**config.mk**
```make
export PLATFORM = sky130hd
export DESIGN_NAME = sifx_core
export DESIGN_NICKNAME = d
export VERILOG_FILES = /design/src/verilog/sifx_pkg.sv /design/src/verilog/sifx_core.sv
export SDC_FILE = /design/constraint.sdc
export NUM_CORES = 1
export LEC_CHECK = 0
export BUFFER_PORTS_ARGS = -buffer_cell sky130_fd_sc_hd__buf_4
export CAP_MARGIN = 30
export CORE_MARGIN = 5
export CORE_UTILIZATION = 50
export CTS_CLUSTER_SIZE = 16
export DETAILED_ROUTE_END_ITERATION = 16
export GPL_ROUTABILITY_DRIVEN = 0
export MAX_ROUTING_LAYER = met4
export PLACE_DENSITY_LB_ADDON = 0.08
export SLEW_MARGIN = 20
export SYNTH_ARGS = -nofsm -noshare
export SYNTH_HDL_FRONTEND = slang
export SYNTH_SLANG_ARGS = --single-unit
```
**constraint.sdc**
```tcl
create_clock -name i_clk_sys -period 3.45 [get_ports i_clk_sys]
set_clock_uncertainty 0.15 [all_clocks]
set_input_delay 0.5175 -clock i_clk_sys [delete_from_list [all_inputs] [get_ports i_clk_sys]]
set_output_delay 0.5175 -clock i_clk_sys [all_outputs]
set_load 0.1 [all_outputs]
```
**src/verilog/sifx_pkg.sv**
```systemverilog
// Register map, field positions, reset values and mode codes of the serial interface.
// Shared by the core; assumes a 32-bit APB with one register per aligned word.
package sifx_pkg;
   // Byte addresses on APB
   localparam logic [7:0] ADDR_MODE_CTL = 8'h00;
   localparam logic [7:0] ADDR_BUS_STAT = 8'h04;
   localparam logic [7:0] ADDR_DATA = 8'h08;
   localparam logic [7:0] ADDR_SPI_FMT = 8'h0c;
   localparam logic [7:0] ADDR_SLV_ADDR = 8'h10;
   localparam logic [7:0] ADDR_TIMEOUT = 8'h14;
   // Reset values
   localparam logic [7:0] MODE_CTL_RST = 8'he0;
   localparam logic [7:0] BUS_STAT_RST = 8'h81;
   localparam logic [7:0] SPI_FMT_RST = 8'h00;
   localparam logic [7:0] SLV_ADDR_RST = 8'h00;
   localparam logic [7:0] TIMEOUT_RST = 8'h00;
   localparam logic [7:0] DATA_RST = 8'h00;
   localparam logic [7:0] MODE_CTL_WMASK = 8'hef;
   // mode_enable_control fields
   localparam int MODE_HI = 7;
   localparam int MODE_LO = 5;
   localparam int DEB_HI = 3;
   localparam int DEB_LO = 2;
   localparam int BIT_ENABLE = 1;
   localparam int BIT_INCOMPLETE = 0;
   // spi_format_control fields
   localparam int BIT_IDLE_POL = 5;
   localparam int BIT_CAP_EDGE = 4;
   localparam int BIT_ORDER = 3;
   localparam int BIT_SEL_EN = 2;
   localparam int BIT_WRITE_COLLISION_FLAG = 1;
   localparam int BIT_TRF = 0;
   // bus_status_control fields
   localparam int BIT_I2C_DONE = 7;
   localparam int BIT_ADDR_MATCH = 6;
   localparam int BIT_BUS_BUSY = 5;
   localparam int BIT_SLV_TX = 4;
   localparam int BIT_TX_NACK = 3;
   localparam int BIT_RD_REQ = 2;
   localparam int BIT_WAKE = 1;
   localparam int BIT_RX_NACK = 0;
   // Operating modes
   localparam logic [2:0] MODE_MST_DIV4 = 3'h0;
   localparam logic [2:0] MODE_MST_DIV16 = 3'h1;
   localparam logic [2:0] MODE_MST_DIV64 = 3'h2;
   localparam logic [2:0] MODE_MST_SUB = 3'h3;
   localparam logic [2:0] MODE_MST_TMR = 3'h4;
   localparam logic [2:0] MODE_SPI_SLV = 3'h5;
   localparam logic [2:0] MODE_I2C_SLV = 3'h6;
   // Last count of a half SCK period for the divided clocks
   localparam logic [4:0] HALF_DIV4 = 5'h01;
   localparam logic [4:0] HALF_DIV16 = 5'h07;
   localparam logic [4:0] HALF_DIV64 = 5'h1f;
   localparam logic [3:0] LAST_BIT = 4'h7;
   localparam logic [3:0] ACK_SLOT = 4'h8;
   // Debounce selection and lengths in system clocks
   localparam logic [1:0] DEB_NONE = 2'h0;
   localparam logic [1:0] DEB_TWO = 2'h1;
   localparam logic [2:0] DEB_LEN_NONE = 3'h0;
   localparam logic [2:0] DEB_LEN_TWO = 3'h2;
   localparam logic [2:0] DEB_LEN_FOUR = 3'h4;
   // Pin synchroniser lanes
   localparam int PIN_SCK = 0;
   localparam int PIN_SDI = 1;
   localparam int PIN_SEL = 2;
   localparam int PIN_SDA = 3;
   localparam int PIN_SUB = 4;
   localparam int PIN_COUNT = 5;

   typedef struct packed {
      logic lead;
      logic trail;
   } sifx_edges_t;

   typedef enum logic {SIFX_MST_IDLE, SIFX_MST_RUN} sifx_mst_state_t;
   typedef enum logic [1:0] {SIFX_I2C_IDLE, SIFX_I2C_ADDR, SIFX_I2C_DATA} sifx_i2c_state_t;
endpackage
```
**src/verilog/sifx_core.sv**
```systemverilog
// Shared SPI master/slave and I2C slave serial interface with an APB register file.
// Assumes pins arrive asynchronously and are synchronised here; i_timer_tick is a
// one-cycle pulse on i_clk_sys. Open-drain and tristate pins use active-low enables.
//
// Summary of operation
// Master data write loads the shift register and starts clocking at once.
// Byte fully shifted sets transfer complete; software clears it.
// Slave shifts out and in on each received SCK pulse.
// Select enable plus select low precede a transfer.
// Select enable low: select line undriven and ignored.
// Master enabled and idle: serial input undriven, serial output high.
// Master holds SCK at the polarity idle level between transfers.
// Slave never drives SCK.
// Module disabled: all interface pins released.
// Only the master makes SCK, and only after a data write.
// In slave mode the external master supplies SCK.
// Software matches bit order to the partner before transfers.
// Received bits collect in the shift register, latched when complete.
// Master software: configure, enable, write, check collision, wait, read, clear.
// Slave software preloads data then waits for select and clock.
// Data write during a transfer is dropped and sets write collision.
// I2C SCL filtered by optional 2 or 4 system-clock debounce.
// System clock fast enough for the chosen I2C rate and debounce.
// I2C mode is slave only, transmit and receive.
// I2C lines only pulled low, otherwise released.
// I2C selection only by matching received address.
// Mode field: master clocks 000-100, SPI slave 101, I2C slave 110.
// Polarity sets SCK idle level, edge bit picks capture edge.
// Slave select lost mid-byte sets incomplete and complete; software set does not.
// Debounce field: 00 none, 01 two clocks, 1x four clocks.
// Transfer complete raises the interrupt request.
// Master shifts exactly eight bits in chosen order and rate.
`timescale 1ns/1ps
`default_nettype none
module sifx_core
   import sifx_pkg::*;
(
   input wire logic i_clk_sys,
   input wire logic i_rst_n,
   input wire logic i_psel,
   input wire logic i_penable,
   input wire logic i_pwrite,
   input wire logic [7:0] i_paddr,
   input wire logic [31:0] i_pwdata,
   output logic [31:0] o_prdata,
   output logic o_pready,
   output logic o_pslverr,
   input wire logic i_sck,
   output logic o_sck,
   output logic o_sck_oe_n,
   input wire logic i_sdi,
   output logic o_sdo,
   output logic o_sdo_oe_n,
   input wire logic i_slave_select_n,
   input wire logic i_sda,
   output logic o_sda,
   output logic o_sda_oe_n,
   input wire logic i_sub_clk,
   input wire logic i_timer_tick,
   output logic o_spi_pins_claimed,
   output logic o_i2c_pins_claimed,
   output logic o_irq
);
   logic [PIN_COUNT-1:0] pin_meta;
   logic [PIN_COUNT-1:0] pin_sync;
   logic sck_prev;
   logic sel_prev;
   logic sub_prev;
   logic [7:0] mode_ctl;
   logic [7:0] spi_fmt;
   logic [7:0] slv_addr;
   logic [7:0] timeout_ctl;
   logic [7:0] data_rd;
   logic [7:0] shreg;
   logic [3:0] bit_cnt;
   logic [3:0] mst_trails;
   logic [4:0] div_cnt;
   logic sck_reg;
   sifx_mst_state_t mst_state;
   sifx_edges_t mst_edge;
   sifx_edges_t slv_edge;
   logic [1:0] filt;
   logic [1:0] filt_prev;
   logic [2:0] deb_cnt [2];
   sifx_i2c_state_t i2c_state;
   logic [3:0] i2c_cnt;
   logic [7:0] i2c_in;
   logic [7:0] i2c_out;
   logic sda_pull;
   logic i2c_done;
   logic addr_match;
   logic bus_busy;
   logic slv_tx;
   logic tx_nack;
   logic rd_req;
   logic wake_en;
   logic rx_nack;
   logic [31:0] rd_mux;
   logic addr_ok;

   // Pin synchronisers: second stage only is read
   always_ff @(posedge i_clk_sys) begin
      if (!i_rst_n) begin
         pin_meta <= '1;
         pin_sync <= '1;
      end else begin
         pin_meta <= {i_sub_clk, i_sda, i_slave_select_n, i_sdi, i_sck};
         pin_sync <= pin_meta;
      end
   end

   // APB decode
   wire logic wr_access = i_psel & i_penable & o_pready & i_pwrite;
   wire logic wr_mode = wr_access && i_paddr == ADDR_MODE_CTL;
   wire logic wr_stat = wr_access && i_paddr == ADDR_BUS_STAT;
   wire logic wr_data = wr_access && i_paddr == ADDR_DATA;
   wire logic wr_fmt = wr_access && i_paddr == ADDR_SPI_FMT;
   wire logic wr_addr = wr_access && i_paddr == ADDR_SLV_ADDR;
   wire logic wr_tout = wr_access && i_paddr == ADDR_TIMEOUT;

   // Mode decode
   wire logic [2:0] mode = mode_ctl[MODE_HI:MODE_LO];
   wire logic enabled = mode_ctl[BIT_ENABLE];
   wire logic is_master = enabled && mode <= MODE_MST_TMR;
   wire logic is_slave = enabled && mode == MODE_SPI_SLV;
   wire logic is_i2c = enabled && mode == MODE_I2C_SLV;
   wire logic idle_lvl = ~spi_fmt[BIT_IDLE_POL];
   wire logic cap_lead = spi_fmt[BIT_CAP_EDGE];
   wire logic msb_first = spi_fmt[BIT_ORDER];
   wire logic sel_en = spi_fmt[BIT_SEL_EN];

   // Master half-period tick from the selected source
   wire logic [4:0] half_last = (mode == MODE_MST_DIV4) ? HALF_DIV4 :
                                (mode == MODE_MST_DIV16) ? HALF_DIV16 : HALF_DIV64;
   wire logic sub_edge = pin_sync[PIN_SUB] ^ sub_prev;
   wire logic half_tick = (mode == MODE_MST_SUB) ? sub_edge :
                          (mode == MODE_MST_TMR) ? i_timer_tick : (div_cnt == half_last);
   wire logic mst_run = mst_state == SIFX_MST_RUN;

   // Edge events away from and back to the idle level
   assign mst_edge.lead = mst_run & half_tick & (sck_reg == idle_lvl);
   assign mst_edge.trail = mst_run & half_tick & (sck_reg != idle_lvl);
   wire logic sel_low = ~pin_sync[PIN_SEL];
   wire logic slv_active = is_slave & (~sel_en | sel_low);
   wire logic sck_moved = pin_sync[PIN_SCK] ^ sck_prev;
   assign slv_edge.lead = slv_active & sck_moved & (pin_sync[PIN_SCK] != idle_lvl);
   assign slv_edge.trail = slv_active & sck_moved & (pin_sync[PIN_SCK] == idle_lvl);
   wire logic lead = mst_edge.lead | slv_edge.lead;
   wire logic trail = mst_edge.trail | slv_edge.trail;
   wire logic capture = cap_lead ? lead : trail;
   wire logic launch = cap_lead ? trail : lead;

   // Shift datapath
   wire logic rx_bit = pin_sync[PIN_SDI];
   wire logic out_bit = msb_first ? shreg[7] : shreg[0];
   wire logic [7:0] shifted = msb_first ? {shreg[6:0], rx_bit} : {rx_bit, shreg[7:1]};
   wire logic byte_done = capture && bit_cnt == LAST_BIT;
   wire logic mst_last = mst_edge.trail && mst_trails == LAST_BIT;
   wire logic busy = mst_run | (is_slave && bit_cnt != 4'h0);
   wire logic spi_mode = is_master | is_slave;
   wire logic collision = wr_data & spi_mode & busy;
   wire logic load = wr_data & ~collision;
   wire logic sel_rise = pin_sync[PIN_SEL] & ~sel_prev;
   wire logic incomplete = is_slave & sel_en & sel_rise & (bit_cnt != 4'h0);
   wire logic trf_set = (is_master & mst_last) | (is_slave & byte_done) | incomplete;
   wire logic [7:0] load_byte = i_pwdata[7:0];
   wire logic load_bit = msb_first ? load_byte[7] : load_byte[0];

   // I2C filtered line edges and conditions
   wire logic [2:0] deb_len = (mode_ctl[DEB_HI:DEB_LO] == DEB_NONE) ? DEB_LEN_NONE :
                              (mode_ctl[DEB_HI:DEB_LO] == DEB_TWO) ? DEB_LEN_TWO : DEB_LEN_FOUR;
   wire logic [1:0] raw_line = {pin_sync[PIN_SDA], pin_sync[PIN_SCK]};
   wire logic scl_rise = filt[0] & ~filt_prev[0];
   wire logic scl_fall = ~filt[0] & filt_prev[0];
   wire logic scl_high = filt[0] & filt_prev[0];
   wire logic i2c_start = scl_high & filt_prev[1] & ~filt[1];
   wire logic i2c_stop = scl_high & ~filt_prev[1] & filt[1];
   wire logic i2c_live = is_i2c && i2c_state != SIFX_I2C_IDLE;
   wire logic i2c_byte_end = i2c_live & scl_fall & (i2c_cnt == LAST_BIT);
   wire logic i2c_ack_end = i2c_live & scl_fall & (i2c_cnt == ACK_SLOT);
   wire logic i2c_addr_hit = i2c_in[7:1] == slv_addr[7:1];
   wire logic i2c_rx_byte = i2c_byte_end & (i2c_state == SIFX_I2C_DATA) & ~slv_tx;
   wire logic i2c_send = slv_tx & ~((i2c_state == SIFX_I2C_DATA) & rx_nack);

   // Control and format registers; hardware sets win over software writes
   always_ff @(posedge i_clk_sys) begin
      if (!i_rst_n) begin
         mode_ctl <= MODE_CTL_RST;
         spi_fmt <= SPI_FMT_RST;
         slv_addr <= SLV_ADDR_RST;
         timeout_ctl <= TIMEOUT_RST;
      end else begin
         if (wr_mode)
            mode_ctl <= i_pwdata[7:0] & MODE_CTL_WMASK;
         if (wr_fmt)
            spi_fmt <= i_pwdata[7:0];
         if (wr_addr)
            slv_addr <= i_pwdata[7:0];
         if (wr_tout)
            timeout_ctl <= i_pwdata[7:0];
         if (incomplete)
            mode_ctl[BIT_INCOMPLETE] <= 1'b1;
         if (trf_set)
            spi_fmt[BIT_TRF] <= 1'b1;
         if (collision)
            spi_fmt[BIT_WRITE_COLLISION_FLAG] <= 1'b1;
      end
   end

   // Master clock generator
   always_ff @(posedge i_clk_sys) begin
      if (!i_rst_n) begin
         mst_state <= SIFX_MST_IDLE;
         div_cnt <= 5'h00;
         sck_reg <= 1'b1;
         mst_trails <= 4'h0;
         sub_prev <= 1'b1;
      end else begin
         sub_prev <= pin_sync[PIN_SUB];
         div_cnt <= (mst_run && div_cnt != half_last) ? div_cnt + 5'h01 : 5'h00;
         case (mst_state)
            SIFX_MST_IDLE: begin
               sck_reg <= idle_lvl;
               mst_trails <= 4'h0;
               if (load && is_master)
                  mst_state <= SIFX_MST_RUN;
            end
            SIFX_MST_RUN: begin
               if (half_tick)
                  sck_reg <= ~sck_reg;
               if (mst_edge.trail)
                  mst_trails <= mst_trails + 4'h1;
               if (mst_last || !is_master)
                  mst_state <= SIFX_MST_IDLE;
            end
            default: mst_state <= SIFX_MST_IDLE;
         endcase
      end
   end

   // Shift register, bit counter and readable data
   always_ff @(posedge i_clk_sys) begin
      if (!i_rst_n) begin
         shreg <= DATA_RST;
         data_rd <= DATA_RST;
         bit_cnt <= 4'h0;
         o_sdo <= 1'b1;
         sck_prev <= 1'b1;
         sel_prev <= 1'b1;
      end else begin
         sck_prev <= pin_sync[PIN_SCK];
         sel_prev <= pin_sync[PIN_SEL];
         if (capture) begin
            shreg <= shifted;
            bit_cnt <= byte_done ? 4'h0 : bit_cnt + 4'h1;
         end
         if (launch)
            o_sdo <= out_bit;
         if (byte_done)
            data_rd <= shifted;
         if (is_master && !mst_run && o_sck == idle_lvl)
            o_sdo <= 1'b1;
         if (!slv_active && !mst_run)
            bit_cnt <= 4'h0;
         if (i2c_rx_byte)
            data_rd <= i2c_in;
         if (load) begin
            shreg <= load_byte;
            data_rd <= load_byte;
            o_sdo <= load_bit;
         end
      end
   end

   // I2C line debounce
   genvar g;
   generate
      for (g = 0; g < 2; g++) begin : g_deb
         always_ff @(posedge i_clk_sys) begin
            if (!i_rst_n) begin
               filt[g] <= 1'b1;
               deb_cnt[g] <= 3'h0;
            end else if (raw_line[g] == filt[g]) begin
               deb_cnt[g] <= 3'h0;
            end else if (deb_cnt[g] + 3'h1 >= deb_len) begin
               filt[g] <= raw_line[g];
               deb_cnt[g] <= 3'h0;
            end else begin
               deb_cnt[g] <= deb_cnt[g] + 3'h1;
            end
         end
      end
   endgenerate

   // I2C slave engine
   always_ff @(posedge i_clk_sys) begin
      if (!i_rst_n) begin
         i2c_state <= SIFX_I2C_IDLE;
         i2c_cnt <= 4'h0;
         i2c_in <= DATA_RST;
         i2c_out <= DATA_RST;
         sda_pull <= 1'b0;
         filt_prev <= 2'b11;
         {i2c_done, addr_match, bus_busy, slv_tx} <= BUS_STAT_RST[7:4];
         {tx_nack, rd_req, wake_en, rx_nack} <= BUS_STAT_RST[3:0];
      end else begin
         filt_prev <= filt;
         if (wr_stat) begin
            i2c_done <= i2c_done & i_pwdata[BIT_I2C_DONE];
            slv_tx <= i_pwdata[BIT_SLV_TX];
            tx_nack <= i_pwdata[BIT_TX_NACK];
            wake_en <= i_pwdata[BIT_WAKE];
         end
         if (!is_i2c) begin
            i2c_state <= SIFX_I2C_IDLE;
            sda_pull <= 1'b0;
            bus_busy <= 1'b0;
            addr_match <= 1'b0;
         end else if (i2c_start) begin
            i2c_state <= SIFX_I2C_ADDR;
            i2c_cnt <= 4'h0;
            sda_pull <= 1'b0;
            bus_busy <= 1'b1;
            addr_match <= 1'b0;
         end else if (i2c_stop) begin
            i2c_state <= SIFX_I2C_IDLE;
            sda_pull <= 1'b0;
            bus_busy <= 1'b0;
         end else if (i2c_live) begin
            if (scl_rise && i2c_cnt < ACK_SLOT)
               i2c_in <= {i2c_in[6:0], filt[1]};
            if (scl_rise && i2c_cnt == ACK_SLOT && slv_tx)
               rx_nack <= filt[1];
            if (i2c_byte_end) begin
               i2c_cnt <= ACK_SLOT;
               i2c_done <= 1'b1;
               if (i2c_state == SIFX_I2C_ADDR) begin
                  if (i2c_addr_hit) begin
                     addr_match <= 1'b1;
                     rd_req <= i2c_in[0];
                     slv_tx <= i2c_in[0];
                     sda_pull <= 1'b1;
                  end else begin
                     i2c_state <= SIFX_I2C_IDLE;
                     i2c_done <= i2c_done;
                  end
               end else begin
                  sda_pull <= ~slv_tx & ~tx_nack;
               end
            end else if (i2c_ack_end) begin
               i2c_cnt <= 4'h0;
               i2c_state <= i2c_send | ~slv_tx ? SIFX_I2C_DATA : SIFX_I2C_IDLE;
               i2c_out <= data_rd;
               sda_pull <= i2c_send & ~data_rd[7];
            end else if (scl_fall) begin
               i2c_cnt <= i2c_cnt + 4'h1;
               if (slv_tx && i2c_state == SIFX_I2C_DATA) begin
                  sda_pull <= ~i2c_out[6];
                  i2c_out <= {i2c_out[6:0], 1'b0};
               end
            end
         end
      end
   end

   // APB read decode
   always_comb begin
      rd_mux = 32'h0000_0000;
      addr_ok = 1'b1;
      if (i_paddr == ADDR_MODE_CTL) begin
         rd_mux[7:0] = mode_ctl;
      end else if (i_paddr == ADDR_BUS_STAT) begin
         rd_mux[7:0] = {i2c_done, addr_match, bus_busy, slv_tx, tx_nack, rd_req, wake_en, rx_nack};
      end else if (i_paddr == ADDR_DATA) begin
         rd_mux[7:0] = data_rd;
      end else if (i_paddr == ADDR_SPI_FMT) begin
         rd_mux[7:0] = spi_fmt;
      end else if (i_paddr == ADDR_SLV_ADDR) begin
         rd_mux[7:0] = slv_addr;
      end else if (i_paddr == ADDR_TIMEOUT) begin
         rd_mux[7:0] = timeout_ctl;
      end else begin
         addr_ok = 1'b0;
      end
   end

   // APB answer and registered pin controls
   always_ff @(posedge i_clk_sys) begin
      if (!i_rst_n) begin
         o_pready <= 1'b0;
         o_pslverr <= 1'b0;
         o_prdata <= 32'h0000_0000;
         o_sck <= 1'b1;
         o_sck_oe_n <= 1'b1;
         o_sdo_oe_n <= 1'b1;
         o_sda <= 1'b0;
         o_sda_oe_n <= 1'b1;
         o_spi_pins_claimed <= 1'b0;
         o_i2c_pins_claimed <= 1'b0;
         o_irq <= 1'b0;
      end else begin
         o_pready <= i_psel & ~i_penable;
         o_pslverr <= i_psel & ~i_penable & ~addr_ok;
         o_prdata <= rd_mux;
         o_sck <= sck_reg;
         o_sck_oe_n <= ~is_master;
         o_sdo_oe_n <= ~spi_mode;
         o_sda <= 1'b0;
         o_sda_oe_n <= ~(is_i2c & sda_pull);
         o_spi_pins_claimed <= spi_mode;
         o_i2c_pins_claimed <= is_i2c;
         o_irq <= spi_fmt[BIT_TRF] | (is_i2c & i2c_done);
      end
   end
endmodule
`default_nettype wire

```
==> flow_summary.rst <==
.. list-table::
   :header-rows: 1

   * - Metric
     - Value
   * - Run status
     - completed
   * - Global-route wire length before repair
     - 25600 um
   * - DIE AREA
     - 15300 sq um
   * - Most used flip-flop cell after synthesis
     - dfxtp_1
   * - Post-synthesis instance total
     - 722
   * - Count of different cell masters after synthesis
     - 63
   * - Worst voltage drop across the vdd grid
     - 0.273 mV
   * - Final critical-path share of the clock period
     - 0.848
   * - Die Span X
     - 124 um
   * - Instance area after placement
     - 6860 sq um
   * - Max-capacitance violation count
     - 0
   * - Max Buffers Root-to-Sink
     - 2
   * - TritonCTS clock tree
     - done
   * - Length of the first detailed-routing pass in iterations
     - 5
   * - Leakage power
     - 3.07 nW
   * - Required arrival time at the worst endpoint
     - 3.65 ns
   * - Number of cells on the worst reg-to-reg path
     - 8
   * - Proportion of synthesized chip area in sequential cells
     - 0.420
   * - Initial antenna violation count
     - 0
   * - Worst path arrival time
     - 3.13 ns
   * - Via-to-Cell Ratio
     - 5.50
   * - Final setup margin
     - 0.526 ns
   * - Initial core utilization
     - 0.512
   * - Cell accounting for the most synthesized area
     - dfxtp_1
   * - EDFF count, synth
     - 6
   * - Largest cells by area after synthesis
     - dfxtp_1 39%, mux2i_1 9.1%, nand2_1 4.2%, nor2_1 4.1%, nor2b_1 3.2%
   * - Quantity of I/O buffers inserted on ports
     - 44
   * - Total Nets Final
     - 823
   * - Power consumption
     - 0.00360 W
   * - Antenna Nets Post-Route
     - 0
   * - Classification of the worst-slack hold path
     - input pin to register
   * - Commonest cells after routing, fill and taps aside
     - 127 x dfxtp_1, 73 x nand2_1, 71 x nor2_1, 59 x mux2i_1, 54 x buf_4
   * - Period minus WS final
     - 2.92 ns
   * - Most common library cell in the layout ignoring fill and taps
     - dfxtp_1
   * - Share of async-settable or async-resettable flops after synthesis
     - 0
   * - Top-level port count
     - 94
   * - Inserted Clock Buffers
     - 17
   * - Maximum level of the CTS H-tree
     - 4
   * - Area growth, synth to finish
     - 14.7%
   * - Critical Path Sink Type
     - register
   * - Origin of the critical flop-to-flop path
     - mode_ctl[7]$_SDFFE_PN1P_
   * - Core area
     - 12700 sq um
   * - F_max
     - 342 MHz
   * - Cell area after synthesis
     - 6480 sq um
   * - Total number of vias
     - 5196
   * - Relative slew slack
     - 0.405
   * - Type of element launching the critical path
     - register
   * - Inst Count DP
     - 913
   * - Largest fanout on the critical path
     - 22
   * - Pin count of the biggest net entering global routing
     - 38
   * - Clock slew seen by the registers of the worst setup and hold paths
     - 0.05 ns
   * - HPWL after detailed placement
     - 11300 um
   * - DIE HEIGHT
     - 124 um
   * - Setup violation total in the final timing report
     - 0
   * - DRC violations left
     - 0
   * - Total count of hold-check failures in the final report
     - 0
   * - Total power density per cell area
     - 484 nW/um^2
   * - Root buf cell
     - clkbuf_16
   * - Final-report max-slew violation count
     - 0
   * - Diodes inserted
     - 0
   * - Slew at the pin with the worst max-slew slack
     - 0.888 ns
   * - Post-cts resize count
     - 0
   * - Drt initial violations
     - 328
   * - Number of global-route vias before repair
     - 5086
   * - Mean area per synthesized cell
     - 8.98 sq um
   * - Combined global-route utilization of all metal layers
     - 0.225
   * - Clk sinks
     - 133
   * - Final-layout setup total negative slack
     - 0 ns
   * - Final cell count without fillers
     - 945
   * - Total of flip-flops plus latches after synthesis
     - 133
   * - Final Instance Area
     - 7440 sq um
   * - Buffer count from post-CTS setup fixing
     - 0
   * - Insertion delay to the later sink of the worst-skew pair
     - 0.42 ns
   * - Worst setup startpoint
     - mode_ctl[7]$_SDFFE_PN1P_
   * - CTS hold repair buffers
     - 0
   * - Share of post-route cells with drive strength above 1
     - 0.136
   * - Area share of the largest cell type after synthesis
     - 0.392
   * - Layout filler cell count
     - 1141
   * - Worst Setup Path Type
     - register to register
   * - Routed len/inst
     - 16.8 um
   * - Overflow left after global routing
     - 0
   * - RSZ-0062 raised after global routing
     - no
   * - # rows
     - 41
   * - Worst slack, placed
     - 0.539 ns
   * - Launch point of the worst hold path
     - i_sdi
   * - Ys Warns
     - 0
   * - Total routed wirelength
     - 15900 um
   * - Depth of the worst hold-timing path
     - 2
per-layer routing:
layer | up-vias | part of all wire | GRT usage
li1 | 2558 | - | -
met1 | 2479 | 0.47 | 0.295
met2 | 132 | 0.46 | 0.339
met3 | 27 | 0.049 | 0.0472
met4 | 0 | 0.021 | 0.0886
met5 | - | 0 | -
worst paths after layout:
kind                                  end  slack, ns
setup / recovery  bit_cnt[3]$_SDFFE_PP0P_       0.53
hold / removal     pin_meta[1]$_SDFF_PN1_       0.12
setup reg to reg  bit_cnt[3]$_SDFFE_PP0P_       0.53
hold reg to reg     o_sda_oe_n$_SDFF_PN1_       0.25
layout make-up:
class	instances	area, sq um	area share
inverters	17	63.8	0.00858
multi-input cells	537	3450	0.464
repair buffers	54	405	0.0545
clock buffers	20	447	0.0601
well taps	172	215	0.0289
flip-flops and latches	133	2720	0.366
clock inverters	12	135	0.0182
power by group:
| group | internal [W] | switching, W | total (W) |
|---|---|---|---|
| Clock | 0.00114 | 0.000652 | 0.00179 |
| Sequential | 0.00156 | 0.00000765 | 0.00157 |
| Combinational | 0.0000476 | 0.000197 | 0.000245 |
| Total | 0.00275 | 0.000857 | 0.00360 |
cell families (layout without fill, tap and decap cells):
group | after synthesis | in the layout | synth area share
simple gates | 280 | 280 | 0.218
flops | 133 | 133 | 0.420
compound gates | 121 | 121 | 0.131
buf+inv | 81 | 103 | 0.0650
mux | 70 | 70 | 0.110
xor+xnor | 23 | 23 | 0.0311
fa+ha+maj | 12 | 12 | 0.0232
other cells | 2 | 31 | 0.00116
metrics by stage:
step | hold slack [ns] | utilization
floorplan | 0.207 | -
global placement | 0.226 | 0.541
detailed placement | 0.234 | 0.541
CTS | 0.111 | 0.587
global route | 0.127 | 0.587
finish | 0.125 | 0.587
critical path, stage by stage, from the launching register on:
cell	delay, ns
dfxtp_1	0.53
nand4b_1	0.32
a221oi_1	0.47
nor3_1	0.15
o41ai_4	0.32
buf_4	0.30
nand4_1	0.14
or3_1	0.32
a21oi_1	0.14
synthesized netlist by cell type (8+ instances only):
library cell and n:
xnor2_1 10, nor3_1 12, and2_1 10, nand2b_1 18, buf_2 10, nand3_1 21
a31oi_1 9, clkbuf_1 26, nand2_1 73, nor2b_1 33, dfxtp_1 127, o32ai_1 8
ha_1 12, nor2_1 71, mux2_2 11, o211ai_1 11, a21oi_1 21, buf_4 26
inv_1 16, o21ai_0 23, mux2i_1 59, xor2_1 13, a22oi_1 8
Note: power is estimated with default switching activity, not from simulation.
